===== src/design/tsa_pkg.sv =====
// Shared constants and types for the time slot assigner port
package tsa_pkg;
    // Serial word length in port clock falling edges
    localparam int WORD_BITS = 8;
    // Width of the binary slot number
    localparam int SLOT_BITS = 6;
    // Width of the hardwired identity
    localparam int ID_BITS = 5;
    // Width of the status field
    localparam int STAT_BITS = 3;
    // Bit clocks per time slot
    localparam int BITS_PER_SLOT = 8;
    // Low bits of the bit counter that index inside a slot
    localparam int SLOT_SHIFT = 3;
    // Bit counter width, 64 slots of 8 bits
    localparam int CNT_BITS = 9;
    // Width of the shift counter
    localparam int SH_CNT_BITS = 4;
    // Shift count that completes a word
    localparam logic [3:0] SH_FULL = 4'h8;
    // Bit clock edges from frame start to acknowledge pull
    localparam logic [1:0] ACK_DELAY = 2'h3;
    // Field positions in the slot and mode word
    localparam int MODE_MSB = 7;
    localparam int MODE_LSB = 6;
    localparam int SLOT_MSB = 5;
    // Field positions in the address and control word
    localparam int STAT_MSB = 7;
    localparam int STAT_LSB = 5;
    localparam int ID_MSB = 4;
    // Position of each status output inside the status field
    localparam int STAT_Q0 = 0;
    localparam int STAT_Q1 = 1;
    localparam int STAT_Q2 = 2;
    // Mode codes, first received bit is the upper one
    localparam logic [1:0] MODE_BOTH = 2'h0;
    localparam logic [1:0] MODE_TX = 2'h1;
    localparam logic [1:0] MODE_RX = 2'h2;
    localparam logic [1:0] MODE_IDLE = 2'h3;
    // Values after reset
    localparam logic [5:0] RST_SLOT = 6'h00;
    localparam logic [2:0] RST_STATUS = 3'h0;
    localparam logic [7:0] RST_WORD = 8'h00;
    localparam logic [8:0] RST_CNT = 9'h000;
    // Serial port sequencer states
    typedef enum logic [1:0] {
        TSA_IDLE,
        TSA_SHIFT,
        TSA_DONE
    } tsa_port_state_t;
endpackage


===== src/design/tsa_sync.sv =====
// Two flip-flop synchroniser for a bundle of pin levels
`timescale 1ns/100ps
module tsa_sync #(
    parameter int W = 1
) (
    input wire logic clk,
    input wire logic resetn,
    input wire logic [W-1:0] d,
    output logic [W-1:0] q
);
    // First stage, read only by the second stage
    logic [W-1:0] meta_q;

    // Two stages per bit
    always_ff @(posedge clk or negedge resetn) begin
        if (!resetn) begin
            meta_q <= '0;
            q <= '0;
        end else begin
            meta_q <= d;
            q <= meta_q;
        end
    end
endmodule // tsa_sync


===== src/design/tsa_slot_timer.sv =====
// Per-direction bit counter and slot enable strobe
`timescale 1ns/100ps
module tsa_slot_timer (
    input wire logic clk,
    input wire logic resetn,
    input wire logic bck_rise,
    input wire logic fs,
    input wire logic [5:0] slot,
    input wire logic en,
    output logic frame_start,
    output logic enable_q
);
    // Frame sync seen at the previous bit clock rise
    logic fs_prev_q;
    // Bit position inside the frame
    logic [8:0] cnt_q;
    logic [8:0] cnt_d;
    // Set once the first frame start has been seen
    logic locked_q;
    // Slot that the next bit falls in
    logic [5:0] slot_of_next;
    logic hit;

    assign frame_start = bck_rise & fs & ~fs_prev_q;
    assign cnt_d = frame_start ? tsa_pkg::RST_CNT : cnt_q + 9'h001;
    // divide by eight for slot rate
    assign slot_of_next = cnt_d[8:tsa_pkg::SLOT_SHIFT];
    assign hit = (slot_of_next == slot);

    // Counter advances on each bit clock rise
    always_ff @(posedge clk or negedge resetn) begin
        if (!resetn) begin
            fs_prev_q <= 1'b0;
            cnt_q <= tsa_pkg::RST_CNT;
            locked_q <= 1'b0;
        end else if (bck_rise) begin
            fs_prev_q <= fs;
            cnt_q <= cnt_d;
            locked_q <= locked_q | frame_start;
        end
    end

    // strobe high for eight bit clocks
    always_ff @(posedge clk or negedge resetn) begin
        if (!resetn) begin
            enable_q <= 1'b0;
        end else if (bck_rise) begin
            enable_q <= en & hit & (locked_q | frame_start);
        end
    end

    property p_restart;
        @(posedge clk) disable iff (!resetn)
        frame_start |=> (cnt_q == tsa_pkg::RST_CNT);
    endproperty
    a_restart: assert property (p_restart)
        else $error("bit counter not restarted");

    // strobe rises only on a slot boundary
    property p_slot_edge;
        @(posedge clk) disable iff (!resetn)
        $rose(enable_q) |-> (cnt_q[2:0] == 3'h0);
    endproperty
    a_slot_edge: assert property (p_slot_edge)
        else $error("slot enable rose mid slot");
endmodule // tsa_slot_timer


===== src/design/tsa_top.sv =====
// Time slot assigner: serial port, status outputs and slot strobes
`timescale 1ns/100ps
// What this block does
// - Sample serial lines on port clock fall
// - Port pins crossed safely into clk
// - Shift eight bits of slot word
// - Two mode bits, six slot bits
// - Shift address word alongside slot word
// - First three address bits set status
// - Accept only on exact identity match
// - One device per bank accepts
// - Select enables bank or single device
// - Clear input forces third status low
// - Acknowledge low three clocks after sync
// - Only accepting device pulls acknowledge
// - Acknowledge is pull-low only
// - Separate transmit and receive enables
// - Bit clock divided by eight
// - Sync leading edge marks slot zero
// - Enable high eight bit clocks
// - Mode codes both, tx, rx, idle
module tsa_top #(
    parameter bit ADDRESSED = 1'b1
) (
    input wire logic clk,
    input wire logic resetn,
    input wire logic port_clk,
    input wire logic chip_sel,
    input wire logic slot_mode_serial_in,
    input wire logic addr_ctl_in,
    input wire logic [4:0] hardwired_id_pins,
    input wire logic bit_clock_a,
    input wire logic tx_frame_sync,
    input wire logic rx_frame_sync,
    input wire logic status2_clear,
    output logic status_out0,
    output logic status_out1,
    output logic status_out2,
    output logic tx_slot_enable,
    output logic rx_slot_enable,
    output logic ack_out,
    output logic ack_oe
);
    // Synchronised pin levels
    logic [12:0] pins_raw;
    logic [12:0] pins_s;
    logic pclk_s;
    logic cs_s;
    logic di_s;
    logic ad_s;
    logic bck_s;
    logic fst_s;
    logic fsr_s;
    logic clr_s;
    logic [4:0] id_s;
    // Edge history of the port and bit clocks
    logic pclk_prev_q;
    logic bck_prev_q;
    logic pclk_fall;
    logic bck_rise;
    // Port sequencer
    tsa_pkg::tsa_port_state_t st_q;
    tsa_pkg::tsa_port_state_t st_d;
    logic [3:0] sh_cnt_q;
    logic [3:0] sh_cnt_d;
    logic [7:0] di_sr_q;
    logic [7:0] ad_sr_q;
    logic [7:0] di_next;
    logic [7:0] ad_next;
    logic shift_en;
    logic word_done;
    logic id_match;
    logic accept;
    // Staged words waiting for the next transmit sync
    logic pend_q;
    logic [7:0] di_stage_q;
    logic [7:0] ad_stage_q;
    logic [1:0] stage_mode;
    // Working settings
    logic [5:0] tx_slot_q;
    logic [5:0] rx_slot_q;
    logic tx_en_q;
    logic rx_en_q;
    logic [2:0] stat_q;
    logic apply;
    logic load_tx;
    logic load_rx;
    logic [5:0] tx_slot_use;
    logic [5:0] rx_slot_use;
    logic tx_en_use;
    logic rx_en_use;
    // Per-direction timing
    logic [1:0] dir_fs;
    logic [1:0] dir_start;
    logic [1:0] dir_en;
    logic [1:0] dir_out;
    logic [5:0] dir_slot [2];
    logic tx_start;
    // Acknowledge timing
    logic ack_arm_q;
    logic [1:0] ack_cnt_q;
    logic ack_hit;

    // every pin level crosses two flops
    // accept built only from synced levels
    assign pins_raw = {hardwired_id_pins, status2_clear, rx_frame_sync,
                       tx_frame_sync, bit_clock_a, addr_ctl_in,
                       slot_mode_serial_in, chip_sel, port_clk};
    tsa_sync #(
        .W(13)
    ) u_sync (
        .clk(clk),
        .resetn(resetn),
        .d(pins_raw),
        .q(pins_s)
    );
    // Unpack the synchronised bundle
    assign pclk_s = pins_s[0];
    assign cs_s = pins_s[1];
    assign di_s = pins_s[2];
    assign ad_s = pins_s[3];
    assign bck_s = pins_s[4];
    assign fst_s = pins_s[5];
    assign fsr_s = pins_s[6];
    assign clr_s = pins_s[7];
    assign id_s = pins_s[12:8];

    // Edge history registers
    always_ff @(posedge clk or negedge resetn) begin
        if (!resetn) begin
            pclk_prev_q <= 1'b0;
            bck_prev_q <= 1'b0;
        end else begin
            pclk_prev_q <= pclk_s;
            bck_prev_q <= bck_s;
        end
    end
    assign pclk_fall = pclk_prev_q & ~pclk_s;
    assign bck_rise = bck_s & ~bck_prev_q;

    // Shift decode, first bit ends up in the top position
    assign shift_en = (st_q == tsa_pkg::TSA_SHIFT) & cs_s & pclk_fall;
    assign di_next = {di_sr_q[6:0], di_s};
    // address word on the same edges
    assign ad_next = {ad_sr_q[6:0], ad_s};
    assign word_done = shift_en & (sh_cnt_q == tsa_pkg::SH_FULL - 4'h1);
    // only the matching device goes on
    assign id_match = (ad_next[tsa_pkg::ID_MSB:0] == id_s);
    // bank select needs a match, single select does not
    assign accept = word_done & (ADDRESSED ? id_match : 1'b1);

    // Sequencer next state
    always_comb begin
        st_d = st_q;
        sh_cnt_d = sh_cnt_q;
        case (st_q)
            tsa_pkg::TSA_IDLE: begin
                if (cs_s) begin
                    st_d = tsa_pkg::TSA_SHIFT;
                    sh_cnt_d = 4'h0;
                end
            end
            tsa_pkg::TSA_SHIFT: begin
                if (!cs_s) begin
                    // Aborted access, partial word dropped
                    st_d = tsa_pkg::TSA_IDLE;
                end else if (word_done) begin
                    st_d = tsa_pkg::TSA_DONE;
                end else if (shift_en) begin
                    sh_cnt_d = sh_cnt_q + 4'h1;
                end
            end
            tsa_pkg::TSA_DONE: begin
                // extra clocks ignored until select drops
                if (!cs_s) begin
                    st_d = tsa_pkg::TSA_IDLE;
                end
            end
            default: begin
                st_d = tsa_pkg::TSA_IDLE;
            end
        endcase
    end

    // Sequencer registers
    always_ff @(posedge clk or negedge resetn) begin
        if (!resetn) begin
            st_q <= tsa_pkg::TSA_IDLE;
            sh_cnt_q <= 4'h0;
        end else begin
            st_q <= st_d;
            sh_cnt_q <= sh_cnt_d;
        end
    end

    // shift registers load on trailing edge
    always_ff @(posedge clk or negedge resetn) begin
        if (!resetn) begin
            di_sr_q <= tsa_pkg::RST_WORD;
            ad_sr_q <= tsa_pkg::RST_WORD;
        end else if (shift_en) begin
            di_sr_q <= di_next;
            ad_sr_q <= ad_next;
        end
    end

    // Transmit frame start drives all updates
    assign tx_start = dir_start[0];
    assign apply = pend_q & tx_start;
    // mode is the first two bits
    assign stage_mode = di_stage_q[tsa_pkg::MODE_MSB:tsa_pkg::MODE_LSB];
    assign load_tx = apply & ((stage_mode == tsa_pkg::MODE_BOTH) |
                              (stage_mode == tsa_pkg::MODE_TX));
    assign load_rx = apply & ((stage_mode == tsa_pkg::MODE_BOTH) |
                              (stage_mode == tsa_pkg::MODE_RX));

    // staged word waits for next sync, set wins
    always_ff @(posedge clk or negedge resetn) begin
        if (!resetn) begin
            pend_q <= 1'b0;
            di_stage_q <= tsa_pkg::RST_WORD;
            ad_stage_q <= tsa_pkg::RST_WORD;
        end else if (accept) begin
            pend_q <= 1'b1;
            di_stage_q <= di_next;
            ad_stage_q <= ad_next;
        end else if (apply) begin
            pend_q <= 1'b0;
        end
    end

    always_ff @(posedge clk or negedge resetn) begin
        if (!resetn) begin
            tx_slot_q <= tsa_pkg::RST_SLOT;
            rx_slot_q <= tsa_pkg::RST_SLOT;
            tx_en_q <= 1'b0;
            rx_en_q <= 1'b0;
        end else begin
            tx_slot_q <= tx_slot_use;
            rx_slot_q <= rx_slot_use;
            tx_en_q <= tx_en_use;
            rx_en_q <= rx_en_use;
        end
    end
    // slot number in the last six bits
    assign tx_slot_use = load_tx ? di_stage_q[tsa_pkg::SLOT_MSB:0]
                                 : tx_slot_q;
    assign rx_slot_use = load_rx ? di_stage_q[tsa_pkg::SLOT_MSB:0]
                                 : rx_slot_q;
    // idle stops both, rx only leaves tx alone
    assign tx_en_use = load_tx ? 1'b1 :
                       (apply & (stage_mode == tsa_pkg::MODE_IDLE)) ? 1'b0 :
                       tx_en_q;
    assign rx_en_use = load_rx ? 1'b1 :
                       (apply & (stage_mode == tsa_pkg::MODE_IDLE)) ? 1'b0 :
                       rx_en_q;

    // status from first three address bits
    always_ff @(posedge clk or negedge resetn) begin
        if (!resetn) begin
            stat_q <= tsa_pkg::RST_STATUS;
        end else begin
            if (apply & ADDRESSED) begin
                stat_q <= ad_stage_q[tsa_pkg::STAT_MSB:tsa_pkg::STAT_LSB];
            end
            if (clr_s) begin
                stat_q[tsa_pkg::STAT_Q2] <= 1'b0;
            end
        end
    end
    assign status_out0 = stat_q[tsa_pkg::STAT_Q0];
    assign status_out1 = stat_q[tsa_pkg::STAT_Q1];
    assign status_out2 = stat_q[tsa_pkg::STAT_Q2];

    // Direction inputs, index 0 transmit and 1 receive
    assign dir_fs = {fsr_s, fst_s};
    assign dir_en = {rx_en_use, tx_en_use};
    assign dir_slot[0] = tx_slot_use;
    assign dir_slot[1] = rx_slot_use;

    genvar g;
    generate
        for (g = 0; g < 2; g++) begin : g_dir
            tsa_slot_timer u_timer (
                .clk(clk),
                .resetn(resetn),
                .bck_rise(bck_rise),
                .fs(dir_fs[g]),
                .slot(dir_slot[g]),
                .en(dir_en[g]),
                .frame_start(dir_start[g]),
                .enable_q(dir_out[g])
            );
        end
    endgenerate
    assign tx_slot_enable = dir_out[0];
    assign rx_slot_enable = dir_out[1];

    // third bit clock after the sync
    assign ack_hit = ack_arm_q & bck_rise & ~tx_start &
                     (ack_cnt_q == tsa_pkg::ACK_DELAY - 2'h1);

    // pull at delay, release at next sync
    // armed only by this device's accept
    always_ff @(posedge clk or negedge resetn) begin
        if (!resetn) begin
            ack_arm_q <= 1'b0;
            ack_cnt_q <= 2'h0;
            ack_oe <= 1'b0;
        end else if (tx_start) begin
            ack_arm_q <= apply;
            ack_cnt_q <= 2'h0;
            ack_oe <= 1'b0;
        end else if (ack_hit) begin
            ack_arm_q <= 1'b0;
            ack_oe <= 1'b1;
        end else if (ack_arm_q & bck_rise) begin
            ack_cnt_q <= ack_cnt_q + 2'h1;
        end
    end

    always_ff @(posedge clk or negedge resetn) begin
        if (!resetn) begin
            ack_out <= 1'b0;
        end else begin
            ack_out <= 1'b0;
        end
    end

    property p_ack_low;
        @(posedge clk) disable iff (!resetn)
        ack_oe |-> !ack_out;
    endproperty
    a_ack_low: assert property (p_ack_low)
        else $error("acknowledge driven high");

    property p_clr;
        @(posedge clk) disable iff (!resetn)
        clr_s |=> !status_out2;
    endproperty
    a_clr: assert property (p_clr)
        else $error("third status not cleared");

    // mismatching word leaves the staged word alone
    property p_match;
        @(posedge clk) disable iff (!resetn)
        (word_done & ADDRESSED &
         (ad_next[tsa_pkg::ID_MSB:0] != id_s)) |=>
            ($stable(di_stage_q) && $stable(ad_stage_q) && !$rose(pend_q));
    endproperty
    a_match: assert property (p_match)
        else $error("accepted without identity match");

    // word completes on the eighth edge
    property p_eight;
        @(posedge clk) disable iff (!resetn)
        word_done |-> (sh_cnt_q == 4'h7) && pclk_fall;
    endproperty
    a_eight: assert property (p_eight)
        else $error("word not eight bits");

    // shift only on a port clock fall
    property p_fall;
        @(posedge clk) disable iff (!resetn)
        (di_sr_q != $past(di_sr_q)) |-> $past(pclk_fall);
    endproperty
    a_fall: assert property (p_fall)
        else $error("shift without trailing edge");

    // pull starts only on a bit clock rise
    property p_ack_rise;
        @(posedge clk) disable iff (!resetn)
        $rose(ack_oe) |-> $past(bck_rise) && $past(ack_cnt_q) == 2'h2;
    endproperty
    a_ack_rise: assert property (p_ack_rise)
        else $error("acknowledge at wrong bit clock");

    property p_ack_rel;
        @(posedge clk) disable iff (!resetn)
        (tx_start & ack_oe) |=> !ack_oe;
    endproperty
    a_ack_rel: assert property (p_ack_rel)
        else $error("acknowledge not released");

    // transmit slot changes only at a transmit sync
    property p_apply;
        @(posedge clk) disable iff (!resetn)
        $changed(tx_slot_q) |-> $past(apply);
    endproperty
    a_apply: assert property (p_apply)
        else $error("slot changed mid frame");

    property p_stat;
        @(posedge clk) disable iff (!resetn)
        (apply & ADDRESSED & !clr_s) |=>
            (status_out0 == $past(ad_stage_q[5]));
    endproperty
    a_stat: assert property (p_stat)
        else $error("status not loaded");
endmodule // tsa_top


===== config.mk =====
export PLATFORM = sky130hd
export DESIGN_NAME = tsa_top
export DESIGN_NICKNAME = d
export VERILOG_FILES = /design/src/design/tsa_pkg.sv /design/src/design/tsa_sync.sv /design/src/design/tsa_slot_timer.sv /design/src/design/tsa_top.sv
export SDC_FILE = /design/constraint.sdc
export NUM_CORES = 1
export LEC_CHECK = 0
export ABC_AREA = 0
export BUFFER_PORTS_ARGS = -buffer_cell sky130_fd_sc_hd__buf_2
export CORE_MARGIN = 3
export CORE_UTILIZATION = 35
export CTS_CLUSTER_DIAMETER = 50
export DETAILED_ROUTE_END_ITERATION = 8
export GPL_TIMING_DRIVEN = 0
export PLACE_DENSITY = 0.55
export SYNTH_ARGS = -nofsm -noshare
export SYNTH_HDL_FRONTEND = slang
export SYNTH_HIERARCHICAL = 1
export SYNTH_SLANG_ARGS = --single-unit

===== constraint.sdc =====
create_clock -name clk -period 4.3 [get_ports clk]
set_input_delay 1.075 -clock clk [delete_from_list [all_inputs] [get_ports clk]]
set_output_delay 1.075 -clock clk [all_outputs]
set_load 0.02 [all_outputs]

==> flow_metrics.py <==
metrics = {
    "status": {
        "outcome": "finished, final reports clean",
    },
    "timing": {
        "finalMaxSlewViolations": 0,
        "rsz0062_at_grt": "false",
        "setup_viol": 0,
        "worst_pin_slew_ns": 0.678,
        "fin_skew_ns": 0.0126,
        "fin_crit_ns": 3.80,
        "fin_ws_ns": 0.500,
        "clock.fmax_ghz": 0.263,
        "finalCritPeriodShare_pct": 88.4,
        "hold_viol": 0,
        "max-slew-margin-rel_pct": 54.8,
    },
    "placement": {
        "gp_congestion": 0.810,
        "numPortBuffers": 20,
        "place_ws_ns": -0.125,
        "hpwl_mm": 6.18,
        "place_area_um2": 5140,
    },
    "final_layout": {
        "multi_input_area_um2": 2030,
        "final_nets": 447,
        "seqCellArea_um2": 2630,
        "design_area_um2": 5460,
        "final_util_pct": 41.1,
        "area_growth_pct": 14.0,
        "layout-drive-gt1-share_pct": 26.3,
        "antenna_cells": 0,
        "fillers": 1268,
    },
    "pwr": {
        "max-vdd-ir-drop_mv": 0.206,
        "power_density_nw_per_um2": 415,
        "leakage_nw": 2.51,
        "p_total_mw": 2.27,
    },
    "grt": {
        "grt_pass1_wl_mm": 15.1,
        "grt_max_degree": 55,
        "antenna_found_initial": 0,
        "grt_usage_pct": 12.7,
        "first_global_vias": 3042,
        "grt.overflow.total": 0,
    },
    "setup_path": {
        "start_kind": "flop",
        "max_stage_delay_ns": 0.40,
        "cp_max_fo": 11,
        "slowest_stage": "dfrtp_1",
        "end_kind": "flop",
        "path_cells": "nor2b_4 -> nand3b_1 -> inv_1 -> buf_2 -> buf_2 -> nand2_1 -> or2_2 -> clkbuf_1 -> mux2_2 -> nand3b_1 -> nor4b_1 -> a311oi_1 -> o41ai_2",
        "criticalPathCategory": "reg -> reg",
        "worstPathArrival_ns": 4.04,
        "required_ns": 4.54,
    },
    "drt": {
        "drc": 0,
        "ant_nets": 0,
        "drtIter0Drc": 190,
        "vias_per_cell": 5.06,
        "num_vias": 3080,
        "wl_per_cell_um": 14.4,
        "wl_mm": 8.79,
        "dr.pass1.iters": 4,
    },
    "clock_network": {
        "numCtsBuffers": 9,
        "clock_path_buffers": 2,
        "clock-sinks": 105,
        "cts_max_level": 3,
        "cts-root-buf": "clkbuf_16",
        "clk_pin_slew_ns": 0.08,
        "clock_latency_ns": 0.35,
        "cts_tree": "yes",
    },
    "yosys": {
        "ys_ff_latch": 105,
        "syn-num-nets": 415,
        "syn-cell-area_um2": 4790,
        "yosysWarnings": 6,
        "yosys.area_share.simple_pct": 15.1,
        "synth_xor_area_share_pct": 3.29,
        "ys_async_sr_fraction_pct": 100,
        "synthFlopType": "dfrtp_1",
        "synth_top_family_by_area": "simple AND/OR/NAND/NOR gates",
        "synth_edf_count": 0,
        "syn_inst": 396,
        "synth-compound-area-share_pct": 11.3,
        "synthAdderAreaFrac_pct": 1.04,
        "ys_seq_area_share_pct": 54.8,
        "syn_area_per_cell_um2": 12.1,
        "yosysUniqueCellTypes": 52,
        "synthMuxAreaShare_pct": 11.4,
    },
    "floorplan": {
        "die_area_um2": 15100,
        "coreArea_um2": 13300,
        "start_util_pct": 36.1,
        "core.rowCount": 42,
        "die_w_um": 123,
        "ios": 22,
        "die_h_um": 123,
    },
    "flow_run": {
        "cap_violations": 0,
    },
    "min_path": {
        "hold_path_class": "reg -> reg",
    },
}
==> worst paths after layout <==
kind / from / slack (ns) / cells past startpoint / end
worst max-delay path: bck_prev_q / 0.50 / 13 / g_dir[0].u_timer/enable_q
worst min-delay path: u_sync/meta_q[4] / 0.35 / 0 / u_sync/q[4]
worst max register to register: bck_prev_q / 0.50 / 13 / g_dir[0].u_timer/enable_q
worst min register to register: u_sync/meta_q[4] / 0.35 / 0 / u_sync/q[4]
max in group asynchronous: resetn / 2.85 / 2 / g_dir[1].u_timer/cnt_q[7]
min in group asynchronous: resetn / 0.77 / 1 / u_sync/q[5]
==> cell usage in the layout (no fill, tap or decap), types with 9 or more instances in the layout <==
cell type  synthesis  routed
buf_2              6      25
clkbuf_16          0       9
dfrtp_1          105     105
inv_1             12      12
mux2_2            34      34
mux2_4             9       9
nand2_1           35      35
nand3_1           10      10
nor2_1            20      20
o21ai_0           12      12
xor2_1            10      10
==> power by group <==
| part | internal [mW] | switching (mW) | leakage, nW |
|---|---|---|---|
| clock | 0.422 | 0.407 | 0.153 |
| combinational | 0.133 | 0.157 | 0.998 |
| sequential | 1.07 | 0.0788 | 1.36 |
==> routing by layer <==
metal | GRT usage, % | vias up | part of all wire, %
met5 | 0 | - | 0
met4 | 4.36 | 0 | 1.2
met3 | 3.29 | 6 | 2.9
met2 | 20.2 | 38 | 48
met1 | 17.1 | 1534 | 48
li1 | - | 1502 | -
==> area by class of cell <==
class | instances | share of cell area, %
Timing Repair Buffer | 21 | 2.38
Buffer | 19 | 1.83
Clock inverter | 7 | 1.58
Multi-Input combinational cell | 260 | 37.1
Tap cell | 176 | 4.03
Clock buffer | 9 | 4.12
Inverter | 12 | 0.825
Sequential cell | 105 | 48.1
==> stage by stage <==
stage	setup TNS, ns	hold slack (ns)	std cells
finish	0	0.351	609
global route	0	0.358	609
detailed placement	-0.230	0.335	593
CTS	0	0.353	609
global placement	-0.0181	0.332	592
floorplan	0	0.331	396
==> cell usage after synthesis (5+ instances only) <==
cell / instances / share of area [%]
a21oi_1: 7 / 0.73
nand3b_1: 5 / 0.78
mux2_2: 34 / 8.0
nor2_1: 20 / 1.6
xor2_1: 10 / 1.8
mux2_4: 9 / 2.8
dfrtp_1: 105 / 55
nand2b_1: 7 / 0.91
o2bb2ai_1: 5 / 0.91
o21ai_0: 12 / 1.3
o31ai_1: 8 / 1.3
buf_2: 6 / 0.63
clkbuf_1: 7 / 0.55
o311ai_0: 6 / 1.1
a31oi_1: 5 / 0.65
or3_1: 5 / 0.65
nor3_1: 6 / 0.63
nand3_1: 10 / 1.0
xnor2_1: 8 / 1.5
inv_1: 12 / 0.94
a22o_1: 5 / 0.91
nand2_1: 35 / 2.7
==> logic make-up (layout without fill, tap and decap cells) <==
group / Yosys count / in the layout
buffers and inverters: 31 / 68
and+or+nand+nor: 122 / 122
xor gates and xnor gates: 18 / 18
DFF: 105 / 105
adders and majority gates: 4 / 4
AOI/OAI and AO/OA: 69 / 69
muxes: 46 / 46
other: 1 / 1
==> state kept, by name (all words and copies together) (netlist names), 2 cells and up <==
name,flops
ack_cnt_q,2
ad_sr_q,7
ad_stage_q,3
di_sr_q,7
di_stage_q,8
g_dir.u_timer/cnt_q,18
g_dir.u_timer/enable_q,2
g_dir.u_timer/fs_prev_q,2
g_dir.u_timer/locked_q,2
rx_slot_q,6
sh_cnt_q,4
st_q,2
stat_q,3
tx_slot_q,6
u_sync/meta_q,13
u_sync/q,13
==> what timing repair did <==
item	4_1_cts	5_1_grt
gates cloned	0	0
buffers inserted	0	0
hold buffers	0	0
endpoints found under the setup margin	2	2
hold endpoints to repair	0	0
pin swaps	0	0
gates resized for setup	1	1
==> worst max-delay path, delay by kind of cell, from the launching register on <==
kind	cells	cell delay, ns
simple gates	6	1.65
buf+inv	4	0.85
compound gates	2	0.44
flops	1	0.40
mux	1	0.35
Power figures use the tool's default switching activity.
